<file path="src/design/pbcs_map_regs.vh">
// register map, field positions and frame constants of the management bank
// assumes a 16-bit management data word and 5-bit register addresses
`ifndef PBCS_MAP_REGS_VH
`define PBCS_MAP_REGS_VH

// register addresses within the management space
`define PBCS_ADDR_CONTROL 5'h00
`define PBCS_ADDR_STATUS 5'h01
`define PBCS_ADDR_ID_HIGH 5'h02

// control register field positions
`define PBCS_CTL_RESET 15
`define PBCS_CTL_LOOPBACK 14
`define PBCS_CTL_SPEED 13
`define PBCS_CTL_AN_EN 12
`define PBCS_CTL_LOW_POWER 11
`define PBCS_CTL_ISOLATE 10
`define PBCS_CTL_AN_RESTART 9
`define PBCS_CTL_DUPLEX 8
`define PBCS_CTL_SPARE 7

// control register defaults (isolate comes from the address strap)
`define PBCS_CTL_DEFAULT 16'h3100

// status register constant part and latched field positions
`define PBCS_STAT_CONST 16'h7809
`define PBCS_STAT_AN_DONE 5
`define PBCS_STAT_REMOTE_FAULT 4
`define PBCS_STAT_LINK 2
`define PBCS_STAT_JABBER 1

// management frame constants
`define PBCS_PREAMBLE_LEN 6'h20
`define PBCS_OP_READ 2'h2
`define PBCS_OP_WRITE 2'h1
`define PBCS_ADDR_BITS_LAST 4'h9
`define PBCS_DATA_BITS_LAST 4'hf

`endif

</file>
<file path="src/design/pbcs_top.v">
// basic control, status and identifier registers of the phy, reached
// over the serial management link (mdc sampled, mdio three-signal pin)
// assumes mdc is far slower than clk; status inputs are on clk already
//
// Notes on behaviour
// - control reset bit self-clears, resets device
// - bit fourteen enables loopback, default zero
// - bit thirteen selects 100 or 10 megabit
// - bit twelve enables auto-negotiation, default one
// - bit eleven selects low-power mode, default zero
// - bit ten isolates rmii data interface
// - restart negotiation bit self-clears after pulse
// - bit eight selects full duplex, default one
// - bits six to zero zero; seven spare
// - status bit fifteen always reads zero
// - bits fourteen-eleven one, ten-seven zero
// - status bit six zero, preamble required
// - negotiation complete latches high until read
// - remote fault latches high until read
// - link status latches low until read
// - jabber detect latches high until read
// - status bits three and zero read one
// - strap address zero tri-states rmii interface
`timescale 1ns/1ps
`include "pbcs_map_regs.vh"

module pbcs_top #(
  parameter [15:0] ID_HIGH = 16'h0a5c // identifier code, value arbitrary
) (
  input wire clk, // 10 MHz block clock
  input wire resetn, // asynchronous reset, active low
  input wire [4:0] phy_addr_strap, // static management address strap
  input wire mdc, // management clock from the controller
  input wire mdio_in, // management data, pin level
  output wire mdio_out, // management data driven by the device
  output wire mdio_oe, // high while the device drives mdio
  input wire link_live, // live link valid indication
  input wire jabber_live, // live jabber detected indication
  input wire remote_fault_live, // live remote fault indication
  input wire an_done_live, // live negotiation complete indication
  output wire loopback_en, // loopback mode selected
  output wire speed_100, // 100 megabit selected, else 10
  output wire an_enable, // automatic negotiation enabled
  output wire low_power, // low-power mode selected
  output wire isolate, // device isolated from rmii data
  output wire duplex_full, // full duplex selected, else half
  output wire spare_ctrl, // spare read-write control bit
  output wire an_restart, // one-cycle negotiation restart pulse
  output wire soft_reset, // one-cycle device reset pulse
  output wire rmii_hiz // rmii data outputs to high impedance
);

  // frame states
  localparam [2:0] ST_PRE = 3'h0; // counting preamble ones
  localparam [2:0] ST_START = 3'h1; // second start bit
  localparam [2:0] ST_OP = 3'h2; // two opcode bits
  localparam [2:0] ST_ADDR = 3'h3; // phy and register address
  localparam [2:0] ST_TA = 3'h4; // turnaround
  localparam [2:0] ST_DATA = 3'h5; // sixteen data bits

  // reset release
  reg rst_a_reg; // first reset stage
  reg rst_n_reg; // synchronised reset used by the design

  // strap capture
  reg [4:0] strap_reg; // captured management address
  reg strap_done_reg; // strap has been captured

  // synchronised link pins
  wire mdc_rise; // one-cycle pulse per mdc rising edge
  wire mdio_level; // filtered mdio level

  // frame engine state
  reg [2:0] st_reg; // frame state
  reg [5:0] cnt_reg; // bit counter within a field
  reg [1:0] op_reg; // opcode of the frame
  reg [9:0] addr_reg; // phy address then register address
  reg [15:0] sh_reg; // data shift register, both directions
  reg hit_reg; // frame addressed to this device
  reg rd_act_reg; // device is driving read data
  reg out_reg; // mdio output level
  reg oe_reg; // mdio output enable
  reg wr_stb_reg; // one-cycle register write strobe
  reg [4:0] wr_addr_reg; // write register address
  reg [15:0] wr_data_reg; // write data

  // control register fields
  reg loopback_reg; // loopback selected
  reg speed_reg; // 100 megabit selected
  reg an_en_reg; // negotiation enabled
  reg low_power_reg; // low-power mode
  reg isolate_reg; // isolate from rmii
  reg duplex_reg; // full duplex
  reg spare_reg; // spare bit seven
  reg reset_bit_reg; // reset bit, self clearing
  reg restart_bit_reg; // restart bit, self clearing
  reg soft_reset_reg; // reset pulse out
  reg an_restart_reg; // restart pulse out

  // latched status fields
  reg an_done_lat_reg; // latches high
  reg rf_lat_reg; // latches high
  reg link_lat_reg; // latches low
  reg jab_lat_reg; // latches high

  wire frame_bit; // mdio value sampled at this mdc rise
  wire ctrl_write; // write to the control register
  wire stat_read; // read of the status register
  wire rd_take; // read word taken in this cycle
  wire [15:0] ctrl_value; // control register as read
  wire [15:0] stat_value; // status register as read

  // register read decode; unmapped addresses read zero
  function [15:0] read_mux;
    input [4:0] addr;
    input [15:0] ctrl;
    input [15:0] stat;
    begin
      case (addr)
        `PBCS_ADDR_CONTROL: read_mux = ctrl;
        `PBCS_ADDR_STATUS: read_mux = stat;
        `PBCS_ADDR_ID_HIGH: read_mux = ID_HIGH;
        default: read_mux = 16'h0000;
      endcase
    end
  endfunction

  // reset release through two flip-flops
  always @(posedge clk or negedge resetn) begin
    if (!resetn) begin
      rst_a_reg <= 1'b0;
      rst_n_reg <= 1'b0;
    end else begin
      rst_a_reg <= 1'b1;
      rst_n_reg <= rst_a_reg;
    end
  end

  // strap caught once, on the first cycle after reset release
  always @(posedge clk or negedge rst_n_reg) begin
    if (!rst_n_reg) begin
      strap_reg <= 5'h00;
      strap_done_reg <= 1'b0;
    end else if (!strap_done_reg) begin
      strap_reg <= phy_addr_strap;
      strap_done_reg <= 1'b1;
    end
  end

  // mdc and mdio pass the three-stage filter
  pbcs_sync u_mdc_sync (
    .clk(clk),
    .rst_n(rst_n_reg),
    .pin_in(mdc),
    .level_out(),
    .rise_out(mdc_rise)
  );

  pbcs_sync u_mdio_sync (
    .clk(clk),
    .rst_n(rst_n_reg),
    .pin_in(mdio_in),
    .level_out(mdio_level),
    .rise_out()
  );

  assign frame_bit = mdio_level;

  // frame engine: one step per mdc rising edge
  always @(posedge clk or negedge rst_n_reg) begin
    if (!rst_n_reg) begin
      st_reg <= ST_PRE;
      cnt_reg <= 6'h00;
      op_reg <= 2'h0;
      addr_reg <= 10'h000;
      sh_reg <= 16'h0000;
      hit_reg <= 1'b0;
      rd_act_reg <= 1'b0;
      out_reg <= 1'b0;
      oe_reg <= 1'b0;
      wr_stb_reg <= 1'b0;
      wr_addr_reg <= 5'h00;
      wr_data_reg <= 16'h0000;
    end else begin
      wr_stb_reg <= 1'b0;
      if (mdc_rise) begin
        case (st_reg)
          // need the full run of ones before a start zero
          ST_PRE: begin
            if (frame_bit) begin
              if (cnt_reg != `PBCS_PREAMBLE_LEN) begin
                cnt_reg <= cnt_reg + 6'h01;
              end
            end else if (cnt_reg == `PBCS_PREAMBLE_LEN) begin
              st_reg <= ST_START;
              cnt_reg <= 6'h00;
            end else begin
              cnt_reg <= 6'h00;
            end
          end
          // start pattern must end in a one
          ST_START: begin
            cnt_reg <= 6'h00;
            if (frame_bit) begin
              st_reg <= ST_OP;
            end else begin
              st_reg <= ST_PRE;
            end
          end
          // opcode, msb first
          ST_OP: begin
            op_reg <= {op_reg[0], frame_bit};
            if (cnt_reg[0]) begin
              st_reg <= ST_ADDR;
              cnt_reg <= 6'h00;
            end else begin
              cnt_reg <= 6'h01;
            end
          end
          // phy address then register address
          ST_ADDR: begin
            addr_reg <= {addr_reg[8:0], frame_bit};
            if (cnt_reg[3:0] == `PBCS_ADDR_BITS_LAST) begin
              st_reg <= ST_TA;
              cnt_reg <= 6'h00;
              hit_reg <= (addr_reg[8:4] == strap_reg);
            end else begin
              cnt_reg <= cnt_reg + 6'h01;
            end
          end
          // turnaround: take the read word, drive zero, then msb
          ST_TA: begin
            if (cnt_reg == 6'h00) begin
              cnt_reg <= 6'h01;
              if (hit_reg && op_reg == `PBCS_OP_READ) begin
                sh_reg <= read_mux(addr_reg[4:0], ctrl_value,
                  stat_value);
                rd_act_reg <= 1'b1;
                out_reg <= 1'b0;
                oe_reg <= 1'b1;
              end
            end else begin
              st_reg <= ST_DATA;
              cnt_reg <= 6'h00;
              if (rd_act_reg) begin
                out_reg <= sh_reg[15];
                sh_reg <= {sh_reg[14:0], 1'b0};
              end
            end
          end
          // data bits; writes shift in, reads shift out
          ST_DATA: begin
            if (rd_act_reg) begin
              out_reg <= sh_reg[15];
              sh_reg <= {sh_reg[14:0], 1'b0};
            end else begin
              sh_reg <= {sh_reg[14:0], frame_bit};
            end
            if (cnt_reg[3:0] == `PBCS_DATA_BITS_LAST) begin
              // frame over, release the pin, wait for a new preamble
              oe_reg <= 1'b0;
              out_reg <= 1'b0;
              rd_act_reg <= 1'b0;
              st_reg <= ST_PRE;
              cnt_reg <= 6'h00;
              if (hit_reg && op_reg == `PBCS_OP_WRITE) begin
                wr_stb_reg <= 1'b1;
                wr_addr_reg <= addr_reg[4:0];
                wr_data_reg <= {sh_reg[14:0], frame_bit};
              end
            end else begin
              cnt_reg <= cnt_reg + 6'h01;
            end
          end
          default: begin
            st_reg <= ST_PRE;
            cnt_reg <= 6'h00;
          end
        endcase
      end
    end
  end

  assign mdio_out = out_reg;
  assign mdio_oe = oe_reg;

  // register access strobes; identifier and unmapped writes are dropped
  assign ctrl_write = wr_stb_reg && (wr_addr_reg == `PBCS_ADDR_CONTROL);
  // word taken at the first turnaround rise; a status read loads the live
  // values into the latches in that same cycle, so an event in that cycle is kept
  assign rd_take = mdc_rise && (st_reg == ST_TA) && (cnt_reg == 6'h00)
    && hit_reg && (op_reg == `PBCS_OP_READ);
  assign stat_read = rd_take && (addr_reg[4:0] == `PBCS_ADDR_STATUS);

  // control register; reserved bits six to zero read zero
  assign ctrl_value = {reset_bit_reg, loopback_reg, speed_reg, an_en_reg,
    low_power_reg, isolate_reg, restart_bit_reg, duplex_reg, spare_reg,
    7'h00};

  // status register: constant abilities plus latched indications
  assign stat_value = `PBCS_STAT_CONST
    | ({15'h0000, an_done_lat_reg} << `PBCS_STAT_AN_DONE)
    | ({15'h0000, rf_lat_reg} << `PBCS_STAT_REMOTE_FAULT)
    | ({15'h0000, link_lat_reg} << `PBCS_STAT_LINK)
    | ({15'h0000, jab_lat_reg} << `PBCS_STAT_JABBER);

  // control fields, write handling and self-clearing bits
  always @(posedge clk or negedge rst_n_reg) begin
    if (!rst_n_reg) begin
      loopback_reg <= 1'b0;
      speed_reg <= 1'b1;
      an_en_reg <= 1'b1;
      low_power_reg <= 1'b0;
      isolate_reg <= 1'b0;
      duplex_reg <= 1'b1;
      spare_reg <= 1'b0;
      reset_bit_reg <= 1'b0;
      restart_bit_reg <= 1'b0;
      soft_reset_reg <= 1'b0;
      an_restart_reg <= 1'b0;
    end else begin
      soft_reset_reg <= 1'b0;
      an_restart_reg <= 1'b0;
      restart_bit_reg <= 1'b0;
      if (!strap_done_reg) begin
        // isolate default follows the address strap
        isolate_reg <= (phy_addr_strap == 5'h00);
      end else if (reset_bit_reg) begin
        // one cycle later all fields take defaults, bit reads zero
        loopback_reg <= 1'b0;
        speed_reg <= 1'b1;
        an_en_reg <= 1'b1;
        low_power_reg <= 1'b0;
        isolate_reg <= (strap_reg == 5'h00);
        duplex_reg <= 1'b1;
        spare_reg <= 1'b0;
        reset_bit_reg <= 1'b0;
      end else if (ctrl_write) begin
        loopback_reg <= wr_data_reg[`PBCS_CTL_LOOPBACK];
        speed_reg <= wr_data_reg[`PBCS_CTL_SPEED];
        an_en_reg <= wr_data_reg[`PBCS_CTL_AN_EN];
        low_power_reg <= wr_data_reg[`PBCS_CTL_LOW_POWER];
        isolate_reg <= wr_data_reg[`PBCS_CTL_ISOLATE];
        duplex_reg <= wr_data_reg[`PBCS_CTL_DUPLEX];
        spare_reg <= wr_data_reg[`PBCS_CTL_SPARE];
        // writing one to reset starts a device reset; zero does nothing
        if (wr_data_reg[`PBCS_CTL_RESET]) begin
          reset_bit_reg <= 1'b1;
          soft_reset_reg <= 1'b1;
        end
        // writing one to restart gives one restart pulse
        if (wr_data_reg[`PBCS_CTL_AN_RESTART]) begin
          restart_bit_reg <= 1'b1;
          an_restart_reg <= 1'b1;
        end
      end
    end
  end

  // latched status; an event in the read cycle is kept (set wins)
  always @(posedge clk or negedge rst_n_reg) begin
    if (!rst_n_reg) begin
      an_done_lat_reg <= 1'b0;
      rf_lat_reg <= 1'b0;
      link_lat_reg <= 1'b0;
      jab_lat_reg <= 1'b0;
    end else if (reset_bit_reg) begin
      an_done_lat_reg <= 1'b0;
      rf_lat_reg <= 1'b0;
      link_lat_reg <= 1'b0;
      jab_lat_reg <= 1'b0;
    end else if (stat_read) begin
      // a read returns each bit to its live value
      an_done_lat_reg <= an_done_live;
      rf_lat_reg <= remote_fault_live;
      link_lat_reg <= link_live;
      jab_lat_reg <= jabber_live;
    end else begin
      an_done_lat_reg <= an_done_lat_reg | an_done_live;
      rf_lat_reg <= rf_lat_reg | remote_fault_live;
      link_lat_reg <= link_lat_reg & link_live;
      jab_lat_reg <= jab_lat_reg | jabber_live;
    end
  end

  // control outputs straight from the register fields
  assign loopback_en = loopback_reg;
  assign speed_100 = speed_reg;
  assign an_enable = an_en_reg;
  assign low_power = low_power_reg;
  assign isolate = isolate_reg;
  assign duplex_full = duplex_reg;
  assign spare_ctrl = spare_reg;
  assign an_restart = an_restart_reg;
  assign soft_reset = soft_reset_reg;
  assign rmii_hiz = isolate_reg;

endmodule

</file>
<file path="src/design/pbcs_sync.v">
// three-stage synchroniser with agreement filter and rising-edge pulse
// assumes the input is asynchronous to clk and slow against it
`timescale 1ns/1ps

module pbcs_sync (
  input wire clk, // block clock
  input wire rst_n, // synchronised reset, active low
  input wire pin_in, // asynchronous input
  output reg level_out, // filtered level
  output reg rise_out // one-cycle pulse on a filtered rise
);

  reg s1_reg; // first stage, read only by the second
  reg s2_reg; // second stage
  reg s3_reg; // third stage

  // shift chain; level follows once stages two and three agree
  always @(posedge clk or negedge rst_n) begin
    if (!rst_n) begin
      s1_reg <= 1'b0;
      s2_reg <= 1'b0;
      s3_reg <= 1'b0;
      level_out <= 1'b0;
      rise_out <= 1'b0;
    end else begin
      s1_reg <= pin_in;
      s2_reg <= s1_reg;
      s3_reg <= s2_reg;
      rise_out <= 1'b0;
      if (s2_reg == s3_reg) begin
        level_out <= s3_reg;
        // rise seen once, on the cycle the level turns high
        if (s3_reg && !level_out) begin
          rise_out <= 1'b1;
        end
      end
    end
  end

endmodule

</file>
<file path="config.mk">
export PLATFORM = sky130hd
export DESIGN_NAME = pbcs_top
export DESIGN_NICKNAME = d
export VERILOG_FILES = /design/src/design/pbcs_top.v /design/src/design/pbcs_sync.v
export VERILOG_INCLUDE_DIRS = /design/src /design/src/design
export SDC_FILE = /design/constraint.sdc
export NUM_CORES = 1
export LEC_CHECK = 0
export BUFFER_PORTS_ARGS = -buffer_cell sky130_fd_sc_hd__buf_2
export CAP_MARGIN = 20
export CORE_UTILIZATION = 50
export CTS_BUF_LIST = sky130_fd_sc_hd__clkbuf_2
export DETAILED_ROUTE_END_ITERATION = 12
export HOLD_SLACK_MARGIN = 0.02
export PLACE_DENSITY = 0.68
export SETUP_SLACK_MARGIN = 0.02
export SYNTH_ARGS = -nofsm -noshare
export SYNTH_HDL_FRONTEND = slang
export SYNTH_SLANG_ARGS = --single-unit
</file>
<file path="constraint.sdc">
create_clock -name clk -period 4.7 [get_ports clk]
set_input_delay 0.47 -clock clk [delete_from_list [all_inputs] [get_ports clk]]
set_output_delay 0.47 -clock clk [all_outputs]
set_load 0.01 [all_outputs]
</file>
## After elaboration in Yosys (flattened, before gate mapping)

Cells that the tools add are included.

- Latch bits: 0
- Word-level logic and storage cells: 169
- Bits in writable memories: 0
- Memory bits (read-only): 0
- Output and inout bits: 12
- Memories: 0
- Register bits after elaboration: 92

- Shift-type cells: 0
- Muxes and demuxes: 67
- Equality and inequality tests: 28
- $add $sub $neg: 1
- Order comparisons: 0
- Bitwise gates (word level): 7
- Divide/modulo/power cells: 0
- Reductions and logical operators: 28
- $mul: 0

Operators by type and width:

| kind | number |
|---|---|
| 16-bit two-way mux | 3 |
| 16-bit one-hot mux with 3 select lines | 1 |
| 1-bit two-way mux | 47 |
| 16-bit one-hot mux with 2 select lines | 1 |
| 6-bit one-hot mux with 5 select lines | 1 |
| 6-bit two-way mux | 4 |
| 5-bit zero test | 4 |
| 3-bit two-way mux | 6 |
| 3-bit one-hot mux with 6 select lines | 1 |
| 15-bit by 2-bit bitwise OR with 15-bit output | 1 |
| 15-bit by 3-bit bitwise OR with 15-bit output | 1 |
| 15-bit by 5-bit bitwise OR with 15-bit output | 1 |
| 2-bit inequality test (second input constant) | 7 |
| 1-bit logical AND | 9 |
| 4-bit == test (second input constant) | 2 |
| 2-bit AND reduction | 4 |
| 4-bit AND reduction | 2 |
| 7-bit AND reduction | 1 |
| 6-bit by 1-bit adder with 6-bit output (second input constant) | 1 |
| 3-bit by 2-bit == test with 1-bit output (second input constant) | 2 |
| 3-bit == test (second input constant) | 2 |
| 6-bit == test (second input constant) | 1 |
| 6-bit zero test | 1 |
| 3-bit inequality test (second input constant) | 2 |
| other kinds (20) | 26 |

## Longest topological paths before layout

Gate-level depths: netlist of run 1.

- Depth in word-level cells: 8
- Gate-level depth with buffers: 8

## Hierarchy

From an unflattened synthesis of run 1, not the netlist that was laid out.

- Cell total of the unflattened synthesis: 346
- Area total of the unflattened synthesis: 3,906.2 um2

By module, submodules not included:

| module | area each (um2) | instances | sequential area each (um2) | cells each |
|---|---|---|---|---|
| pbcs_top | 3,613.5 | 1 | 1,905.6 | 332 |
| pbcs_sync | 146.4 | 2 | 125.1 | 7 |

## Least setup slack after synthesis of run 1

Ideal clock, no wire load.

- Path kind: register to register
- Start point: register cnt_reg[0]
- End point: register sh_reg[10]
- Arrival: 2.398 ns
- Setup slack: 2.177 ns
- Required time: 4.575 ns
- Path buffers: 2
- Cell stages (with the launch flop): 9
- Cell sequence: dfrtp_1 inv_1 ha_1 or4b_1 buf_2 nor3_2 buf_6 mux2_2 mux2_4

- Cells in the longest elaborated chain, start to end: 3
- Elaborated cells between the ends (all ways): 6
- Classes of those cells: eq/ne (2); mux (2); reduce/logical (2)

Ends and longest elaborated chain:

| what | line | source |
|---|---|---|
| start: declaration | pbcs_top.v:75 | `reg [5:0] cnt_reg;` |
| start signal: assignment | pbcs_top.v:192 | `cnt_reg <= cnt_reg + 6'h01;` |
| start signal: assignment | pbcs_top.v:228 | `cnt_reg <= cnt_reg + 6'h01;` |
| start signal: assignment | pbcs_top.v:272 | `cnt_reg <= cnt_reg + 6'h01;` |
| 6-bit zero test (*) | pbcs_top.v:233 | `if (cnt_reg == 6'h00) begin` |
| 3-bit inequality test (no source line) (tied with other cells) | n/a |  |
| 4-bit AND reduction (no source line) or 16-bit one-hot mux with 2 select lines (tied branches) | n/a |  |
| end signal: assignment | pbcs_top.v:236 | `sh_reg <= read_mux(addr_reg[4:0], ctrl_value,` |
| end signal: assignment | pbcs_top.v:247 | `sh_reg <= {sh_reg[14:0], 1'b0};` |
| end signal: assignment | pbcs_top.v:255 | `sh_reg <= {sh_reg[14:0], 1'b0};` |
| end: declaration | pbcs_top.v:78 | `reg [15:0] sh_reg;` |

Mark *: on every way between the ends. The rest lies on a longest branch, timed or not.
A chain may end at the register's enable or synchronous reset.

## Final worst setup path of run 1

- Start point: register cnt_reg[0]
- End point: register sh_reg[2]

The elaborated chain is that of the path after synthesis.

==> results of run 1 <==
[cells in the final DEF (no fill, tap or decap), types with 5 or more instances in the layout]
cell,count
nor2_1,13
a21oi_1,11
nand2_1,10
a22o_1,8
mux2_4,8
mux2i_1,8
mux2_2,48
nor3b_1,5
buf_2,24
nand3b_1,8
o21ai_0,12
inv_1,12
dfrtp_1,81
clkbuf_2,10
nand3_1,5
nor3_1,8
[worst min path at each step]
stage | start | endpoint | slack, ns
after detailed placement | resetn | rst_a_reg$_DFF_PN0_ | 0.26
after CTS | remote_fault_live | rf_lat_reg$_DFF_PN0_ | 0.14
after floorplan | resetn | rst_a_reg$_DFF_PN0_ | 0.17
final | remote_fault_live | rf_lat_reg$_DFF_PN0_ | 0.16
after global placement | resetn | rst_a_reg$_DFF_PN0_ | 0.25
after global routing | link_live | link_lat_reg$_DFF_PN0_ | 0.15
[report_power, final]
part | switching (mW) | total (mW) | internal (mW) | leakage (nW)
Sequential | 0.0228 | 0.777 | 0.755 | 1.12
Clock | 0.260 | 0.388 | 0.128 | 0.0652
Combinational | 0.0854 | 0.155 | 0.0696 | 0.866
Total | 0.368 | 1.32 | 0.952 | 2.05
[timing repair]
item / CTS / global route
setup buffers: 0 / 0
endpoints found under the hold margin: 4 / 0
hold buffers: 3 / 0
resized for setup: 0 / 0
[stage by stage]
step,instance area [µm²],power [mW],util,setup WS [ns]
after CTS,4340,1.33,0.559,1.76
after detailed placement,4190,0.940,0.540,1.80
after floorplan,4020,0.905,-,2.16
after global placement,4190,0.936,0.540,1.86
after global routing,4370,1.38,0.563,1.63
final,4370,1.32,0.563,1.75
[critical path, stage by stage, from the launching register on]
cell	delay [ns]
dfrtp_1	0.47
inv_1	0.11
ha_1	0.16
or4b_1	0.57
or3_4	0.44
a41oi_4	0.69
mux2_2	0.41
[cell type report]
cell class	instances	area share
Clock buffer	10	0.0115
Clock inverter	6	0.0160
Inverter	12	0.0103
Multi-Input combinational cell	211	0.401
Sequential cell	85	0.488
Tap cell	102	0.0292
Timing Repair Buffer	30	0.0441
[logic make-up after synthesis]
group                      share of synthesized area
AOI/OAI and AO/OA                             0.0991
adders and majority gates                     0.0174
muxes                                          0.184
and+or+nand+nor                                0.121
other                                       0.000934
xor gates and xnor gates                      0.0109
DFF                                            0.531
buffers and inverters                         0.0358
[routing by layer]
| layer | wire, µm | vias up |
|---|---|---|
| met3 | 274 | 9 |
| li1 | - | 1241 |
| met4 | 121 | 0 |
| met5 | 0 | - |
| met2 | 3330 | 45 |
| met1 | 3800 | 1341 |
==> out/metrics.csv, run 1 <==
stage,metric,value,unit
status,outcome,"complete, no violations",
global_route,grt_pass1_wl,13.0,mm
global_route,grt_overflow,0,
drt,firstDrtPassIters,4,
logic_synthesis,synthCells,325,
worst_setup_path,r2r_start,cnt_reg[0]$_DFFE_PN0P_,
floorplan,core_area,7770,µm²
timing,rsz0062_at_grt,no,
power_and_ir_drop,power.leakage,2.05,nW
layout,drive_gt1_frac,0.316,
worst_setup_path,worstSetupStartpoint,cnt_reg[0]$_DFFE_PN0P_,
clocking,cts_sinks,85,
logic_synthesis,ys_top_cells_by_area,"dfrtp_1 51%, mux2_2 13%, mux2_4 3.0%, mux2i_1 2.0%, dfstp_2 2.0%",
drt,wl_per_cell,16.5,µm
worst_setup_path,crit_arrival,3.37,ns
power_and_ir_drop,power.density,302,nW/µm²
job,maxCapViolations,0,
drt,via_count,2636,
logic_synthesis,ys_ff_latch,85,
timing,tightest_slew,1.03,ns
layout,largest_reg_flops,16,
logic_synthesis,synth_area,4020,µm²
global_route,grt_use_met2,0.286,
logic_synthesis,synth.top_cell.area_share,0.511,
worst_setup_path,r2r_slack,1.75,ns
global_route,antenna_found_initial,0,
logic_synthesis,yosysWarnings,0,
floorplan,die_w,91.6,µm
clocking,cts_tree,done,
global_route,grt_max_degree,84,
global_route,grt_pass1_vias,2580,
power_and_ir_drop,vdd_drop_max,0.159,mV
timing,hold_slack,0.161,ns
logic_synthesis,synth_most_common_cell,dfrtp_1,
timing,fin_crit,2.95,ns
drt,routed_wl,7.52,mm
timing,skew,0.0360,ns
timing,slew_headroom,0.314,
layout,stdcell_count,456,
drt,drc,0,
placement,dp.cells,436,
worst_setup_path,crit_required,5.12,ns
worst_setup_path,worst_setup_path_end_kind,flip-flop,
timing,hold_viol_final,0,
drt,vias_per_cell,5.78,
drt,drtIter0Drc,137,
clocking,cts_max_level,3,
clocking,clk_latency,0.53,ns
floorplan,io_pins,25,
timing,fmax,339,MHz
logic_synthesis,synth_cell_types,60,
logic_synthesis,seq_area_frac_synth,0.531,
logic_synthesis,ys.flop_type,dfrtp_1,
global_route,grt_util_met1,0.300,
floorplan,dieHeight,91.6,µm
clocking,clk_pin_slew,0.23,ns
hold_path,whs_path_depth,3,
placement,hpwl,5.06,mm
clocking,clockRootBuffer,clkbuf_2,
logic_synthesis,async_reset_ff_frac,1.00,
global_route,gr-max-usage-layer,met1,
worst_setup_path,cp_max_fo,16,
layout,nNetsFinal,366,
drt,final_antenna_net_count,0,
clocking,clk_path_buf_depth,2,
global_route,track_usage,0.197,
floorplan,die_area,8400,µm²
layout,synthToLayoutAreaGrowth,8.82,%
layout,n_fill_cell,706,
placement,place.gp.congestion,0.788,
timing,final.setup.tns,0,ns
worst_setup_path,cp-start-kind,flip-flop,
logic_synthesis,synthTopCellsByCount,"82 x dfrtp_1, 48 x mux2_2, 13 x nor2_1",
logic_synthesis,synth_edf_count,0,
layout,diodes,0,
logic_synthesis,avgSynthCellArea,12.4,µm²
layout,multi_input_comb_area,1750,µm²
layout,ff_latch_area,2130,µm²
floorplan,num_rows,32,
worst_setup_path,worstReg2RegEnd,sh_reg[2]$_DFFE_PN0P_,
worst_setup_path,rr_worst_depth,6,
clocking,numCtsBuffers,9,
floorplan,initial_core_util,0.517,
global_route,met3_usage,0.0307,
worst_setup_path,endpoint,sh_reg[2]$_DFFE_PN0P_,
worst_setup_path,critPathKind,flip-flop to flip-flop,
placement,numPortBuffers,24,
timing,report.final.slew_viol_count,0,
hold_path,hp-class,input pin to flip-flop,
timing,setup_viol,0,
timing,fin_crit_sh,0.628,
logic_synthesis,yosysTopAreaCell,dfrtp_1,
No activity file was read; power rests on OpenSTA's default activity.
==> run 2: changes to the inputs <==
--- a/config.mk
+++ b/config.mk
@@ -12,7 +12,7 @@
 export CTS_BUF_LIST = sky130_fd_sc_hd__clkbuf_2
 export DETAILED_ROUTE_END_ITERATION = 12
 export HOLD_SLACK_MARGIN = 0.02
-export PLACE_DENSITY = 0.68
+export PLACE_DENSITY = 0.7
 export SETUP_SLACK_MARGIN = 0.02
 export SYNTH_ARGS = -nofsm -noshare
 export SYNTH_HDL_FRONTEND = slang
==> constraint.sdc (replaced) <==
create_clock -name clk -period 2.6 [get_ports clk]
set_input_delay 0.26 -clock clk [delete_from_list [all_inputs] [get_ports clk]]
set_output_delay 0.26 -clock clk [all_outputs]
set_load 0.01 [all_outputs]
==> run 2 against run 1 <==
  * Critical path depth rose by 1
  * Critical endpoint is now sh_reg[4]$_DFFE_PN0P_
  * Largest cell class unchanged
  * Flip-flop and latch count did not move
  * Total power rose by 76%
  * Core utilization rose by 1.8 points
  * Clock power rose by 52%
  * Register-to-register slack got worse by 1.6 ns
  * Design area rose by 3.1%
==> out/metrics.csv, run 2 (same netlist as run 1, synthesis figures left out) <==
stage,metric,value,unit
worst_setup_path,rr_worst_depth,7,
worst_setup_path,r2r_start,cnt_reg[1]$_DFFE_PN0P_,
clocking,clk_path_buf_depth,2,
layout,stdcell_count,474,
timing,hold_viol_final,0,
status,outcome,"complete, no violations",
timing,setup_viol,0,
timing,slew_headroom,0.551,
placement,numPortBuffers,24,
worst_setup_path,r2r_slack,0.15,ns
timing,fin_crit_sh,0.944,
floorplan,initial_core_util,0.517,
hold_path,hp-class,flip-flop to async pin,
floorplan,die_area,8400,µm²
timing,tightest_slew,0.664,ns
layout,synthToLayoutAreaGrowth,12.2,%
floorplan,die_w,91.6,µm
placement,hpwl,5.45,mm
drt,routed_wl,7.74,mm
power_and_ir_drop,vdd_drop_max,0.376,mV
floorplan,core_area,7770,µm²
power_and_ir_drop,seqPwrFrac,0.609,
global_route,grt_pass1_vias,2653,
job,maxCapViolations,0,
timing,final.setup.tns,0,ns
clocking,cts_sinks,85,
timing,report.final.slew_viol_count,0,
worst_setup_path,worstReg2RegEnd,sh_reg[4]$_DFFE_PN0P_,
clocking,cts_tree,done,
power_and_ir_drop,p_switching,0.664,mW
drt,wl_per_cell,16.3,µm
worst_setup_path,critPathBufInv,2,
layout,diodes,0,
power_and_ir_drop,combPwrFrac,0.137,
clocking,clk_pin_slew,0.24,ns
floorplan,dieHeight,91.6,µm
worst_setup_path,cp-start-kind,flip-flop,
clocking,cts_setup_buffers,0,
timing,skew,0.0264,ns
layout,largest_reg_flops,16,
layout,drive_gt1_frac,0.317,
floorplan,io_pins,25,
placement,dp.cells,445,
floorplan,num_rows,32,
drt,drtIter0Drc,127,
worst_setup_path,cp_slowest_cell,or4b_1,
power_and_ir_drop,power.density,514,nW/µm²
clocking,clk_latency,0.52,ns
worst_setup_path,crit_arrival,2.87,ns
placement,place.gp.congestion,0.822,
layout,nNetsFinal,384,
worst_setup_path,cp_max_fo,16,
timing,rsz0062_at_grt,no,
worst_setup_path,crit_path_cell_trace,inv_1 -> ha_1 -> or4b_1 -> or3_4 -> a41oi_4 -> buf_12 -> mux2_2,
layout,utilization,0.580,
worst_setup_path,crit_required,3.02,ns
layout,layout_common_cells,"81 x dfrtp_1, 48 x mux2_2, 24 x buf_2",
timing,hold_slack,0.336,ns
power_and_ir_drop,internal_power,1.65,mW
global_route,track_usage,0.204,
power_and_ir_drop,p_clk_frac,0.255,
layout,final_common_cell,dfrtp_1,
global_route,antenna_found_initial,0,
global_route,grt_pass1_wl,13.4,mm
drt,drc,0,
worst_setup_path,worst_setup_path_end_kind,flip-flop,
timing,fin_crit,2.45,ns
global_route,grt_overflow,0,
worst_setup_path,cp_slowest_stage_delay,0.46,ns
drt,firstDrtPassIters,5,
timing,fmax,408,MHz
drt,via_count,2689,
drt,vias_per_cell,5.67,
drt,final_antenna_net_count,0,
clocking,clockRootBuffer,clkbuf_2,
worst_setup_path,crit_family,simple AND/OR/NAND/NOR gates,
clocking,cts_max_level,3,
clocking,numCtsBuffers,9,
worst_setup_path,critPathKind,flip-flop to flip-flop,
power_and_ir_drop,swShare,0.286,
worst_setup_path,cp_num_cells,7,
global_route,grt_max_degree,48,
power_and_ir_drop,power.leakage,2.12,nW
[run 2: changes by cell type in the layout (fill, tap and decap cells not counted)]
cell	before	now
dlygate4sd3_1	3	13
buf_4	2	9
clkbuf_2	10	9
buf_16	1	0
clkinv_1	0	2
bufinv_16	1	0
buf_12	0	2
[run 2: worst register-to-register path, cell delays in order (launching register included)]
cell,delay [ns]
dfrtp_1,0.45
inv_1,0.10
ha_1,0.16
or4b_1,0.46
or3_4,0.41
a41oi_4,0.23
buf_12,0.19
mux2_2,0.35
[run 2: power by group through the flow]
stage	logic, mW	registers [mW]	clock network (mW)
global route	0.349	1.42	0.661
detailed placement	0.305	1.44	0
floorplan	0.205	1.43	0
finish	0.317	1.41	0.591
global placement	0.296	1.43	0
CTS	0.319	1.41	0.608
[run 2: worst max-delay path by stage]
stage,start,endpoint,slack [ns]
after floorplan,rst_n_reg$_DFF_PN0_,addr_reg[0]$_DFFE_PN0P_,0.06
after global placement,cnt_reg[1]$_DFFE_PN0P_,sh_reg[4]$_DFFE_PN0P_,0.23
after detailed placement,cnt_reg[1]$_DFFE_PN0P_,sh_reg[4]$_DFFE_PN0P_,0.18
after CTS,cnt_reg[1]$_DFFE_PN0P_,sh_reg[4]$_DFFE_PN0P_,0.13
after global routing,cnt_reg[1]$_DFFE_PN0P_,sh_reg[4]$_DFFE_PN0P_,0.06
final,cnt_reg[1]$_DFFE_PN0P_,sh_reg[4]$_DFFE_PN0P_,0.15
[run 2: cell type report]
| type | instances | area (µm²) |
|---|---|---|
| Tap cell | 102 | 128 |
| Sequential cell | 85 | 2130 |
| Fill cell | 692 | 3260 |
| Multi-Input combinational cell | 211 | 1750 |
| Timing Repair Buffer | 48 | 358 |
| Clock buffer | 9 | 45.0 |
| Clock inverter | 7 | 47.5 |
| Inverter | 12 | 45.0 |
[run 2: through the flow]
step | setup slack, ns | instance area (µm²) | total power, mW
CTS | 0.133 | 4510 | 2.34
floorplan | 0.0625 | 4020 | 1.64
finish | 0.147 | 4510 | 2.32
detailed placement | 0.182 | 4290 | 1.74
global route | 0.0561 | 4510 | 2.43
global placement | 0.227 | 4290 | 1.73
[run 2: timing repair]
action                    CTS  global route
gates resized for setup     0             0
hold endpoints to repair   14             0
hold buffers               13             0
[run 2: layer usage]
layer / vias up / share of wire / GRT usage
met5: - / 0 / 0
met4: 0 / 0.014 / 0.0714
met3: 11 / 0.018 / 0.0249
met2: 39 / 0.46 / 0.306
met1: 1370 / 0.50 / 0.307
li1: 1269 / - / -
